==> src/pkg/ccs_pkg.sv <==
// constants, codes and types shared by the clock source start-up control block
package ccs_pkg;

    // =====================================================================
    // register map (byte addresses on the wishbone bus)
    // =====================================================================
    localparam int unsigned ADR_W         = 8;
    localparam logic [7:0]  ADDR_TRIM     = 8'h00;
    localparam logic [7:0]  ADDR_PRESC    = 8'h04;
    localparam logic [7:0]  ADDR_STATUS   = 8'h08;
    localparam logic [7:0]  ADDR_CTRL     = 8'h0c;

    // field positions
    localparam int unsigned TRIM_W         = 8;
    localparam int unsigned TRIM_RANGE_BIT = 7;
    localparam int unsigned PRESC_W        = 4;
    localparam int unsigned CTRL_SLEEP_BIT = 0;
    localparam int unsigned STAT_STATE_LSB = 0;
    localparam int unsigned STAT_SRC_LSB   = 4;
    localparam int unsigned STAT_REL_BIT   = 8;
    localparam int unsigned STAT_SLP_BIT   = 9;

    // prescaler reset values
    localparam logic [3:0]  PRESC_DIV1 = 4'h0;
    localparam logic [3:0]  PRESC_DIV8 = 4'h3;

    // =====================================================================
    // fuse encodings
    // =====================================================================
    localparam logic [3:0]  CKSEL_EXT     = 4'h0;
    localparam logic [3:0]  CKSEL_RC      = 4'h2;
    localparam logic [3:0]  CKSEL_LP128   = 4'h3;
    localparam logic [2:0]  CKSEL_LFXO_HI = 3'h3;
    localparam logic [1:0]  SUT_BOD       = 2'h0;
    localparam logic [1:0]  SUT_FAST      = 2'h1;
    localparam logic [1:0]  SUT_SLOW      = 2'h2;

    // =====================================================================
    // start-up figures
    // =====================================================================
    localparam int unsigned CNT_W          = 16;
    localparam int unsigned RST_BASE_CK    = 14;
    localparam int unsigned WAKE_LF_SHORT  = 1024;
    localparam int unsigned WAKE_LF_LONG   = 32768;
    localparam int unsigned WAKE_INT_CK    = 6;
    localparam int unsigned WDT_OSC_KHZ    = 128;
    localparam int unsigned T_FAST_US      = 4100;
    localparam int unsigned T_SLOW_US      = 65000;
    localparam int unsigned T_FAST_LP_US   = 4000;
    localparam int unsigned T_SLOW_LP_US   = 64000;
    // least times: round up to whole watchdog ticks
    localparam int unsigned TICKS_FAST    = (T_FAST_US * WDT_OSC_KHZ + 999) / 1000;
    localparam int unsigned TICKS_SLOW    = (T_SLOW_US * WDT_OSC_KHZ + 999) / 1000;
    localparam int unsigned TICKS_FAST_LP = (T_FAST_LP_US * WDT_OSC_KHZ + 999) / 1000;
    localparam int unsigned TICKS_SLOW_LP = (T_SLOW_LP_US * WDT_OSC_KHZ + 999) / 1000;

    // =====================================================================
    // types
    // =====================================================================
    typedef enum logic [1:0] {
        SRC_EXT   = 2'b00,
        SRC_RC    = 2'b01,
        SRC_LP128 = 2'b10,
        SRC_LFXO  = 2'b11
    } ccs_src_t;

    typedef enum logic [2:0] {
        ST_RST_CK = 3'b000,
        ST_RST_TO = 3'b001,
        ST_RUN    = 3'b010,
        ST_SLEEP  = 3'b011,
        ST_WAKE   = 3'b100
    } ccs_state_t;

endpackage

==> src/rtl/ccs_clock_ctrl.sv <==
// clock source selection, start-up delays, rc trim and prescaler reset value
//
// Behaviour
// low-frequency crystal wake: 1K source cycles if select lsb 0, 32K if 1
// low-frequency crystal reset extra: 14 cycles, plus 4.1 ms or 65 ms
// select code 0010 runs from the calibrated rc oscillator, the default
// rc oscillator: wake 6 cycles; reset 14, +4.1 ms, +65 ms; 11 reserved
// reset pin disabled lengthens internal-oscillator brown-out option to +4.1 ms
// every reset loads the factory calibration byte into the trim register
// trim register is 8-bit read/write; writes change the trim at once
// top trim bit picks low or high range; ranges overlap
// low seven trim bits tune monotonically inside the chosen range
// software keeps trim at or below 8.8 MHz during nonvolatile writes
// reset time-out is timed by the watchdog oscillator, not the chip clock
// select code 0011 runs from the 128 kHz oscillator
// 128 kHz: wake 6 cycles; reset 14, +4 ms, +64 ms
// select code 0000 runs from the external clock pin
// external clock: wake 6 cycles; reset 14, +4.1 ms, +65 ms; 11 reserved
// external clock changes under 2 percent per cycle, else hold reset
// prescaler resets to 0000, or 0011 with divide-by-eight fuse; freely writable
// start-up counts run on the chosen source; clock released afterwards
//
// Our own choices: the Wishbone slave port and the register addresses.
`timescale 1ns/1ns
module ccs_clock_ctrl #(
    parameter int unsigned TICKS_FAST    = ccs_pkg::TICKS_FAST,
    parameter int unsigned TICKS_SLOW    = ccs_pkg::TICKS_SLOW,
    parameter int unsigned TICKS_FAST_LP = ccs_pkg::TICKS_FAST_LP,
    parameter int unsigned TICKS_SLOW_LP = ccs_pkg::TICKS_SLOW_LP
) (
    // clock and reset
    input  wire logic                     clk_i,
    input  wire logic                     rst_i,
    // wishbone slave
    input  wire logic                     wb_cyc_i,
    input  wire logic                     wb_stb_i,
    input  wire logic                     wb_we_i,
    input  wire logic [ccs_pkg::ADR_W-1:0] wb_adr_i,
    input  wire logic [3:0]               wb_sel_i,
    input  wire logic [31:0]              wb_dat_i,
    output logic      [31:0]              wb_dat_o,
    output logic                          wb_ack_o,
    // fuses and factory byte
    input  wire logic [3:0]               fuse_cksel_i,
    input  wire logic [1:0]               fuse_sut_i,
    input  wire logic                     fuse_reset_pin_disable_fuse_i,
    input  wire logic                     fuse_divide_by_eight_fuse_i,
    input  wire logic [7:0]               factory_cal_i,
    // oscillator ticks and wake event
    input  wire logic [3:0]               src_tick_i,
    input  wire logic                     wdt_tick_i,
    input  wire logic                     wake_event_i,
    // clock system controls
    output logic      [3:0]               src_enable_o,
    output logic                          sys_clk_en_o,
    output logic                          core_reset_o,
    output wire logic [7:0]               trim_o,
    output wire logic                     trim_range_o,
    output wire logic [6:0]               trim_fine_o,
    output logic      [3:0]               prescaler_select_o
);
    localparam int unsigned CW = ccs_pkg::CNT_W;

    // =====================================================================
    // fuse capture
    // =====================================================================
    logic [3:0] cksel_q;
    logic [1:0] sut_q;
    logic       rstdis_q;

    // fuses are sampled while reset is held so a later change cannot upset a phase
    always_ff @(posedge clk_i) begin
        if (rst_i) begin
            cksel_q  <= fuse_cksel_i;
            sut_q    <= fuse_sut_i;
            rstdis_q <= fuse_reset_pin_disable_fuse_i;
        end
    end

    ccs_pkg::ccs_src_t src;
    logic              src_tick;
    logic [3:0]        src_onehot;

    ccs_src_decode u_decode (
        .cksel_i    (cksel_q),
        .src_tick_i (src_tick_i),
        .src_o      (src),
        .tick_o     (src_tick),
        .onehot_o   (src_onehot)
    );

    // =====================================================================
    // delay targets
    // =====================================================================
    // wake delay in cycles of the selected source
    function automatic logic [CW-1:0] wake_cycles(ccs_pkg::ccs_src_t s, logic lsb);
        if (s == ccs_pkg::SRC_LFXO) begin
            wake_cycles = lsb ? CW'(ccs_pkg::WAKE_LF_LONG) : CW'(ccs_pkg::WAKE_LF_SHORT);
        end else begin
            wake_cycles = CW'(ccs_pkg::WAKE_INT_CK);
        end
    endfunction

    // extra reset delay in watchdog ticks; reserved code behaves as the slow one
    function automatic logic [CW-1:0] extra_ticks(ccs_pkg::ccs_src_t s, logic [1:0] sut,
                                                  logic rstdis);
        logic lp;
        logic internal;
        lp       = (s == ccs_pkg::SRC_LP128);
        internal = lp || (s == ccs_pkg::SRC_RC);
        if (sut == ccs_pkg::SUT_BOD) begin
            extra_ticks = (rstdis && internal) ? CW'(TICKS_FAST) : '0;
        end else if (sut == ccs_pkg::SUT_FAST) begin
            extra_ticks = lp ? CW'(TICKS_FAST_LP) : CW'(TICKS_FAST);
        end else begin
            extra_ticks = lp ? CW'(TICKS_SLOW_LP) : CW'(TICKS_SLOW);
        end
    endfunction

    ccs_pkg::ccs_state_t state;
    ccs_pkg::ccs_state_t next_state;

    wire [CW-1:0] wake_limit  = wake_cycles(src, cksel_q[0]);
    wire [CW-1:0] extra_limit = extra_ticks(src, sut_q, rstdis_q);
    wire          in_wake     = (state == ccs_pkg::ST_WAKE);
    wire          src_run     = (state == ccs_pkg::ST_RST_CK) || in_wake;
    wire [CW-1:0] src_limit   = in_wake ? wake_limit : CW'(ccs_pkg::RST_BASE_CK);
    wire          wdt_run     = (state == ccs_pkg::ST_RST_TO);
    logic         src_done;
    logic         wdt_done;

    // cycle count on the chosen source itself
    ccs_delay_cnt #(.W(CW)) u_src_cnt (
        .clk_i   (clk_i),
        .rst_i   (rst_i),
        .run_i   (src_run),
        .tick_i  (src_tick),
        .limit_i (src_limit),
        .done_o  (src_done)
    );

    // reset time-out always on the watchdog oscillator
    ccs_delay_cnt #(.W(CW)) u_wdt_cnt (
        .clk_i   (clk_i),
        .rst_i   (rst_i),
        .run_i   (wdt_run),
        .tick_i  (wdt_tick_i),
        .limit_i (extra_limit),
        .done_o  (wdt_done)
    );

    // =====================================================================
    // wishbone slave
    // =====================================================================
    logic [7:0] rc_oscillator_trim;
    logic       sleep_pend;

    wire wb_req    = wb_cyc_i && wb_stb_i;
    wire hit_trim  = (wb_adr_i == ccs_pkg::ADDR_TRIM);
    wire hit_presc = (wb_adr_i == ccs_pkg::ADDR_PRESC);
    wire hit_stat  = (wb_adr_i == ccs_pkg::ADDR_STATUS);
    wire hit_ctrl  = (wb_adr_i == ccs_pkg::ADDR_CTRL);
    // writes land on the edge where the master sees ack, only lane 0 carries data
    wire wb_wr     = wb_req && wb_we_i && wb_ack_o && wb_sel_i[0];
    wire wr_trim   = wb_wr && hit_trim;
    wire wr_presc  = wb_wr && hit_presc;
    wire wr_sleep  = wb_wr && hit_ctrl && wb_dat_i[ccs_pkg::CTRL_SLEEP_BIT];

    wire [31:0] status_word = (32'(state) << ccs_pkg::STAT_STATE_LSB)
                            | (32'(src) << ccs_pkg::STAT_SRC_LSB)
                            | (32'(sys_clk_en_o) << ccs_pkg::STAT_REL_BIT)
                            | (32'(sleep_pend) << ccs_pkg::STAT_SLP_BIT);

    // unmapped addresses still answer, reading zero
    wire [31:0] rd_mux = hit_trim  ? 32'(rc_oscillator_trim) :
                         hit_presc ? 32'(prescaler_select_o) :
                         hit_stat  ? status_word :
                         hit_ctrl  ? 32'(sleep_pend) << ccs_pkg::CTRL_SLEEP_BIT : 32'h0;

    // one wait state: ack one cycle after the request, dropped the cycle after
    always_ff @(posedge clk_i) begin
        if (rst_i) begin
            wb_ack_o <= 1'b0;
            wb_dat_o <= 32'h0;
        end else begin
            wb_ack_o <= wb_req && !wb_ack_o;
            if (wb_req && !wb_ack_o) begin
                wb_dat_o <= rd_mux;
            end
        end
    end

    // =====================================================================
    // trim and prescaler registers
    // =====================================================================
    // sync reset, so loading the factory byte here is a plain clocked load
    always_ff @(posedge clk_i) begin
        if (rst_i) begin
            rc_oscillator_trim <= factory_cal_i;
        end else if (wr_trim) begin
            rc_oscillator_trim <= wb_dat_i[7:0];
        end
    end

    always_ff @(posedge clk_i) begin
        if (rst_i) begin
            prescaler_select_o <= fuse_divide_by_eight_fuse_i ? ccs_pkg::PRESC_DIV8 : ccs_pkg::PRESC_DIV1;
        end else if (wr_presc) begin
            prescaler_select_o <= wb_dat_i[ccs_pkg::PRESC_W-1:0];
        end
    end

    // trim drives the oscillator directly, no shadow copy
    assign trim_o       = rc_oscillator_trim;
    assign trim_range_o = rc_oscillator_trim[ccs_pkg::TRIM_RANGE_BIT];
    assign trim_fine_o  = rc_oscillator_trim[ccs_pkg::TRIM_RANGE_BIT-1:0];

    // =====================================================================
    // start-up sequencer
    // =====================================================================
    always_comb begin
        next_state = state;
        case (state)
            ccs_pkg::ST_RST_CK: begin
                if (src_done) begin
                    next_state = (extra_limit == '0) ? ccs_pkg::ST_RUN : ccs_pkg::ST_RST_TO;
                end
            end
            ccs_pkg::ST_RST_TO: begin
                if (wdt_done) begin
                    next_state = ccs_pkg::ST_RUN;
                end
            end
            ccs_pkg::ST_RUN: begin
                if (sleep_pend) begin
                    next_state = ccs_pkg::ST_SLEEP;
                end
            end
            ccs_pkg::ST_SLEEP: begin
                if (wake_event_i) begin
                    next_state = ccs_pkg::ST_WAKE;
                end
            end
            ccs_pkg::ST_WAKE: begin
                if (src_done) begin
                    next_state = ccs_pkg::ST_RUN;
                end
            end
            default: begin
                next_state = ccs_pkg::ST_RST_CK;
            end
        endcase
    end

    wire next_run = (next_state == ccs_pkg::ST_RUN);
    wire next_rst = (next_state == ccs_pkg::ST_RST_CK) || (next_state == ccs_pkg::ST_RST_TO);

    always_ff @(posedge clk_i) begin
        if (rst_i) begin
            state <= ccs_pkg::ST_RST_CK;
        end else begin
            state <= next_state;
        end
    end

    // outputs registered from the next state so they line up with the state
    always_ff @(posedge clk_i) begin
        if (rst_i) begin
            sys_clk_en_o <= 1'b0;
            core_reset_o <= 1'b1;
            src_enable_o <= 4'h0;
        end else begin
            sys_clk_en_o <= next_run;
            core_reset_o <= next_rst;
            // oscillator stops in power-down; selection follows the fuses
            src_enable_o <= (next_state == ccs_pkg::ST_SLEEP) ? 4'h0 : src_onehot;
        end
    end

    // request flag set by software, cleared once the sleep is entered; set wins
    always_ff @(posedge clk_i) begin
        if (rst_i) begin
            sleep_pend <= 1'b0;
        end else if (wr_sleep) begin
            sleep_pend <= 1'b1;
        end else if (state == ccs_pkg::ST_SLEEP) begin
            sleep_pend <= 1'b0;
        end
    end
endmodule

==> src/rtl/ccs_delay_cnt.sv <==
// tick counter that reports the tick completing a programmed count
`timescale 1ns/1ns
module ccs_delay_cnt #(
    parameter int unsigned W = 16
) (
    // clock and reset
    input  wire logic         clk_i,
    input  wire logic         rst_i,
    // control
    input  wire logic         run_i,
    input  wire logic         tick_i,
    input  wire logic [W-1:0] limit_i,
    // result
    output wire logic         done_o
);
    logic [W-1:0] cnt;

    // count restarts whenever run drops, so each phase starts from zero
    always_ff @(posedge clk_i) begin
        if (rst_i || !run_i) begin
            cnt <= '0;
        end else if (tick_i) begin
            cnt <= cnt + 1'b1;
        end
    end

    // limit of zero is never used by the caller
    assign done_o = run_i && tick_i && (cnt == limit_i - 1'b1);
endmodule

==> src/rtl/ccs_src_decode.sv <==
// decodes the source select fuses and picks the tick of that source
`timescale 1ns/1ns
module ccs_src_decode (
    // fuse value
    input  wire logic [3:0]       cksel_i,
    // ticks from the four oscillators, indexed by source code
    input  wire logic [3:0]       src_tick_i,
    // decoded source
    output ccs_pkg::ccs_src_t     src_o,
    output wire logic             tick_o,
    output wire logic [3:0]       onehot_o
);
    // =====================================================================
    // source decode
    // =====================================================================
    wire is_ext  = (cksel_i == ccs_pkg::CKSEL_EXT);
    wire is_lp   = (cksel_i == ccs_pkg::CKSEL_LP128);
    wire is_lfxo = (cksel_i[3:1] == ccs_pkg::CKSEL_LFXO_HI);

    // codes not handled here fall back to the rc oscillator so the part still runs
    assign src_o = is_ext  ? ccs_pkg::SRC_EXT   :
                   is_lp   ? ccs_pkg::SRC_LP128 :
                   is_lfxo ? ccs_pkg::SRC_LFXO  : ccs_pkg::SRC_RC;

    assign tick_o   = src_tick_i[src_o];
    assign onehot_o = 4'h1 << src_o;
endmodule

==> config.mk <==
export PLATFORM = sky130hd
export DESIGN_NAME = ccs_clock_ctrl
export DESIGN_NICKNAME = d
export VERILOG_FILES = /design/src/pkg/ccs_pkg.sv /design/src/rtl/ccs_clock_ctrl.sv /design/src/rtl/ccs_delay_cnt.sv /design/src/rtl/ccs_src_decode.sv
export SDC_FILE = /design/constraint.sdc
export NUM_CORES = 1
export LEC_CHECK = 0
export ABC_AREA = 0
export BUFFER_PORTS_ARGS = -buffer_cell sky130_fd_sc_hd__buf_2
export CORE_MARGIN = 10
export CORE_UTILIZATION = 53
export DETAILED_ROUTE_END_ITERATION = 12
export PLACE_DENSITY_LB_ADDON = 0.05
export SYNTH_ARGS = -nofsm -noshare
export SYNTH_HDL_FRONTEND = slang
export SYNTH_HIERARCHICAL = 1
export SYNTH_SLANG_ARGS = --single-unit
==> constraint.sdc <==
create_clock -name clk_i -period 5.1 [get_ports clk_i]
set_clock_uncertainty 0.2 [all_clocks]
set_input_delay 0.255 -clock clk_i [delete_from_list [all_inputs] [get_ports clk_i]]
set_output_delay 0.255 -clock clk_i [all_outputs]
set_load 0.02 [all_outputs]
==> results.cfg <==
[yosys]
yosysWarnings = 6
ys_ff_latch = 72
syn_area_um2 = 4540
synth.avg_cell_area_um2 = 9.14
synth-compound-area-share = 0.117
synthSimpleGateAreaFrac = 0.259
ys_types = 64
synth_top_family_by_area = simple AND/OR/NAND/NOR gates
seq_area_frac_synth = 0.359
syn_inst = 497
synth_adder_area_share = 0.0165
synth_ff_type = dfxtp_1
synth_edf_count = 19
synth_xor_area_frac = 0.121
synthArstFlopShare = 0
muxShareOfSynthArea = 0.0397

[clock_network]
root_buffer = clkbuf_8
clock-sinks = 72
tritoncts = yes
htreeDepth = 3
worstSkewPairLatency_ns = 0.35
cts_buffers = 9
clock_path_buffers = 2
cts_post_setup_buffers_inserted = 0
clk_pin_slew_worst_paths_ns = 0.08

[route]
routed-via-count = 3828
dr.pass1.iters = 4
wl_per_cell_um = 13.9
via_per_inst = 4.92
wirelength_um = 10800
drtIter0Drc = 139
antenna_left = 0
drc = 0

[power]
leakagePower_uw = 0.00232
worst_ir_drop_vdd_uv = 123
power_density_nw_per_um2 = 248

[global_route]
grt_max_degree = 33
grt_pass1_wl_um = 17900
antenna_found_initial = 0
grt_pass1_vias = 3848
grt_usage = 0.170
grt_overflow = 0

[finish]
seqCellArea_um2 = 1630
nets = 744
area_growth_pct = 23.4
fin_cells = 778
multi_input_area_um2 = 2920
drive_above_1_share = 0.205
design_area_um2 = 5600
nFillCells = 695
final_cell_mix = conb_1 (107), buf_2 (80), nor2_1 (53), dfxtp_1 (53), xnor2_1 (32)
layout_commonest_cell = conb_1

[sta]
final_max_slew_viol_count = 0
maxSlewHeadroom = 0.519
fin_crit_sh = 0.882
setup_tns_ns = 0
period_needed_ns = 4.50
finalHoldViolCount = 0
tightest_slew_ns = 0.719
rsz0062_at_grt = false
setup-violations-final = 0
whs_ns = 0.0206
max_freq_ghz = 0.222

[place]
dpl.hpwl_um = 8250
gp_congestion = 0.794
io_buffers = 80
placedInstanceArea_um2 = 5160
dp.cells = 742

[setup_path]
end_kind = flip-flop
critPathMaxFanout = 16
r2r-start = cksel_q[0]
cpPeakStageDelay_ns = 0.48
cp-start-kind = flip-flop
critical_path_required_ns = 5.16
critPathBufInv = 2
r2r_setup_slack_ns = 0.60
critPathSlowestCell = or4_1
cp_data_arrival_time_ns = 4.56
crit_chain = xor2_1 > or3_1 > inv_1 > ha_1 > nand2b_1 > mux2_2 > nor2_1 > buf_4 > or3_1 > or4_1 > a211oi_1 > nand4_1 > a2111oi_2 > and3b_1 > o21ai_1 > o31a_1 > nor3_1
path_common_cell = or3_1
path_delay_family = simple AND/OR/NAND/NOR gates
criticalPathCategory = flip-flop to flip-flop
crit_start = cksel_q[0]

[flow_run]
drv_cap = 0

[die]
pin_count = 130
die_x_um = 113
initial_core_util = 0.550
die_area_um2 = 12700
core_um2 = 8260
die_height_um = 113
num_rows = 33

[run_status]
status = finished clean

[hold_path]
hold_path.class = primary input to flip-flop
holdCritStartpoint = factory_cal_i[6]
[cells in the mapped netlist, types with 4 or more instances]
master / count / area share
buf_2: 4 / 0.0044
nand4_1: 18 / 0.025
mux2_2: 6 / 0.015
or4_1: 4 / 0.0066
or3_1: 7 / 0.0096
nand2_1: 30 / 0.025
and3_1: 4 / 0.0055
edfxtp_1: 19 / 0.13
nor3_1: 21 / 0.023
ha_1: 6 / 0.017
mux2i_1: 9 / 0.020
a21oi_1: 13 / 0.014
o21ai_0: 10 / 0.011
nand2b_1: 5 / 0.0069
nor2_1: 53 / 0.044
xor2_1: 27 / 0.052
nand3_1: 9 / 0.0099
and4_1: 6 / 0.012
clkbuf_1: 10 / 0.0083
or4_4: 5 / 0.012
a32o_1: 5 / 0.011
xnor2_1: 32 / 0.062
nor4_1: 5 / 0.0069
nor2b_1: 8 / 0.011
a31oi_1: 8 / 0.011
and2_1: 7 / 0.0096
buf_4: 30 / 0.050
dfxtp_1: 53 / 0.23
inv_1: 17 / 0.014
[worst reg2reg max path: stages, from the launching register on]
cell	delay, ns
edfxtp_1	0.47
xor2_1	0.17
or3_1	0.45
inv_1	0.10
ha_1	0.13
nand2b_1	0.14
mux2_2	0.16
nor2_1	0.05
buf_4	0.21
or3_1	0.46
or4_1	0.49
a211oi_1	0.24
nand4_1	0.17
a2111oi_2	0.40
and3b_1	0.22
o21ai_1	0.06
o31a_1	0.12
nor3_1	0.18
[timing repair]
action,in CTS,in global routing
endpoints found under the hold margin,15,0
hold buffers,19,0
resized for setup,0,0
[report_power, final]
part | internal (µW) | total, µW | switching, µW | leakage (µW)
combinational | 84.5 | 212 | 127 | 0.00158
sequential | 606 | 622 | 16.2 | 0.000613
clock | 329 | 556 | 227 | 0.000121
[final timing paths]
path / to / cells after the start
setup / recovery: sys_clk_en_o / 17
setup reg to reg: sys_clk_en_o / 17
hold / removal: trim_o[6] / 2
hold reg to reg: wb_dat_o[7] / 1
[per-stage QoR]
| stage | utilization | total power, µW | worst slack, ns |
|---|---|---|---|
| 4_1_cts | 0.678 | 1400 | 0.580 |
| 5_1_grt | 0.678 | 1450 | 0.329 |
| 2_1_floorplan | - | 796 | 0.915 |
| 6_report | 0.678 | 1390 | 0.599 |
| 3_3_place_gp | 0.625 | 827 | 0.687 |
| 3_5_place_dp | 0.625 | 832 | 0.619 |
[sequential cells by signal, indices dropped and copies added (netlist names)]
signal	cells
cksel_q	4
core_reset_o	1
prescaler_select_o	4
rstdis_q	1
sleep_pend	1
src_enable_o	4
state	3
sut_q	2
sys_clk_en_o	1
trim_o	8
u_src_cnt/cnt	16
u_wdt_cnt/cnt	16
wb_ack_o	1
wb_dat_o	10
[area by class of cell]
class	count	share of cell area
Antenna cell	1	0.000447
Tap cell	105	0.0235
Inverter	19	0.0127
Multi-Input combinational cell	464	0.520
Sequential cell	72	0.291
Clock inverter	6	0.0208
Clock buffer	10	0.0228
Timing Repair Buffer	101	0.108
[layer usage]
| layer | GRT usage | vias to the layer above | share of wire |
|---|---|---|---|
| met3 | 0.0399 | 19 | 0.047 |
| met1 | 0.189 | 1759 | 0.42 |
| met4 | 0.0719 | 0 | 0.023 |
| met5 | 0 | - | 0 |
| li1 | - | 1980 | - |
| met2 | 0.301 | 70 | 0.51 |
[cells by family after synthesis]
family	count (synthesis)
simple gates	205
flops	72
compound gates	69
buf+inv	67
xor+xnor	61
mux	16
fa+ha+maj	6
other cells	1
(Power assumes the default switching activity.)
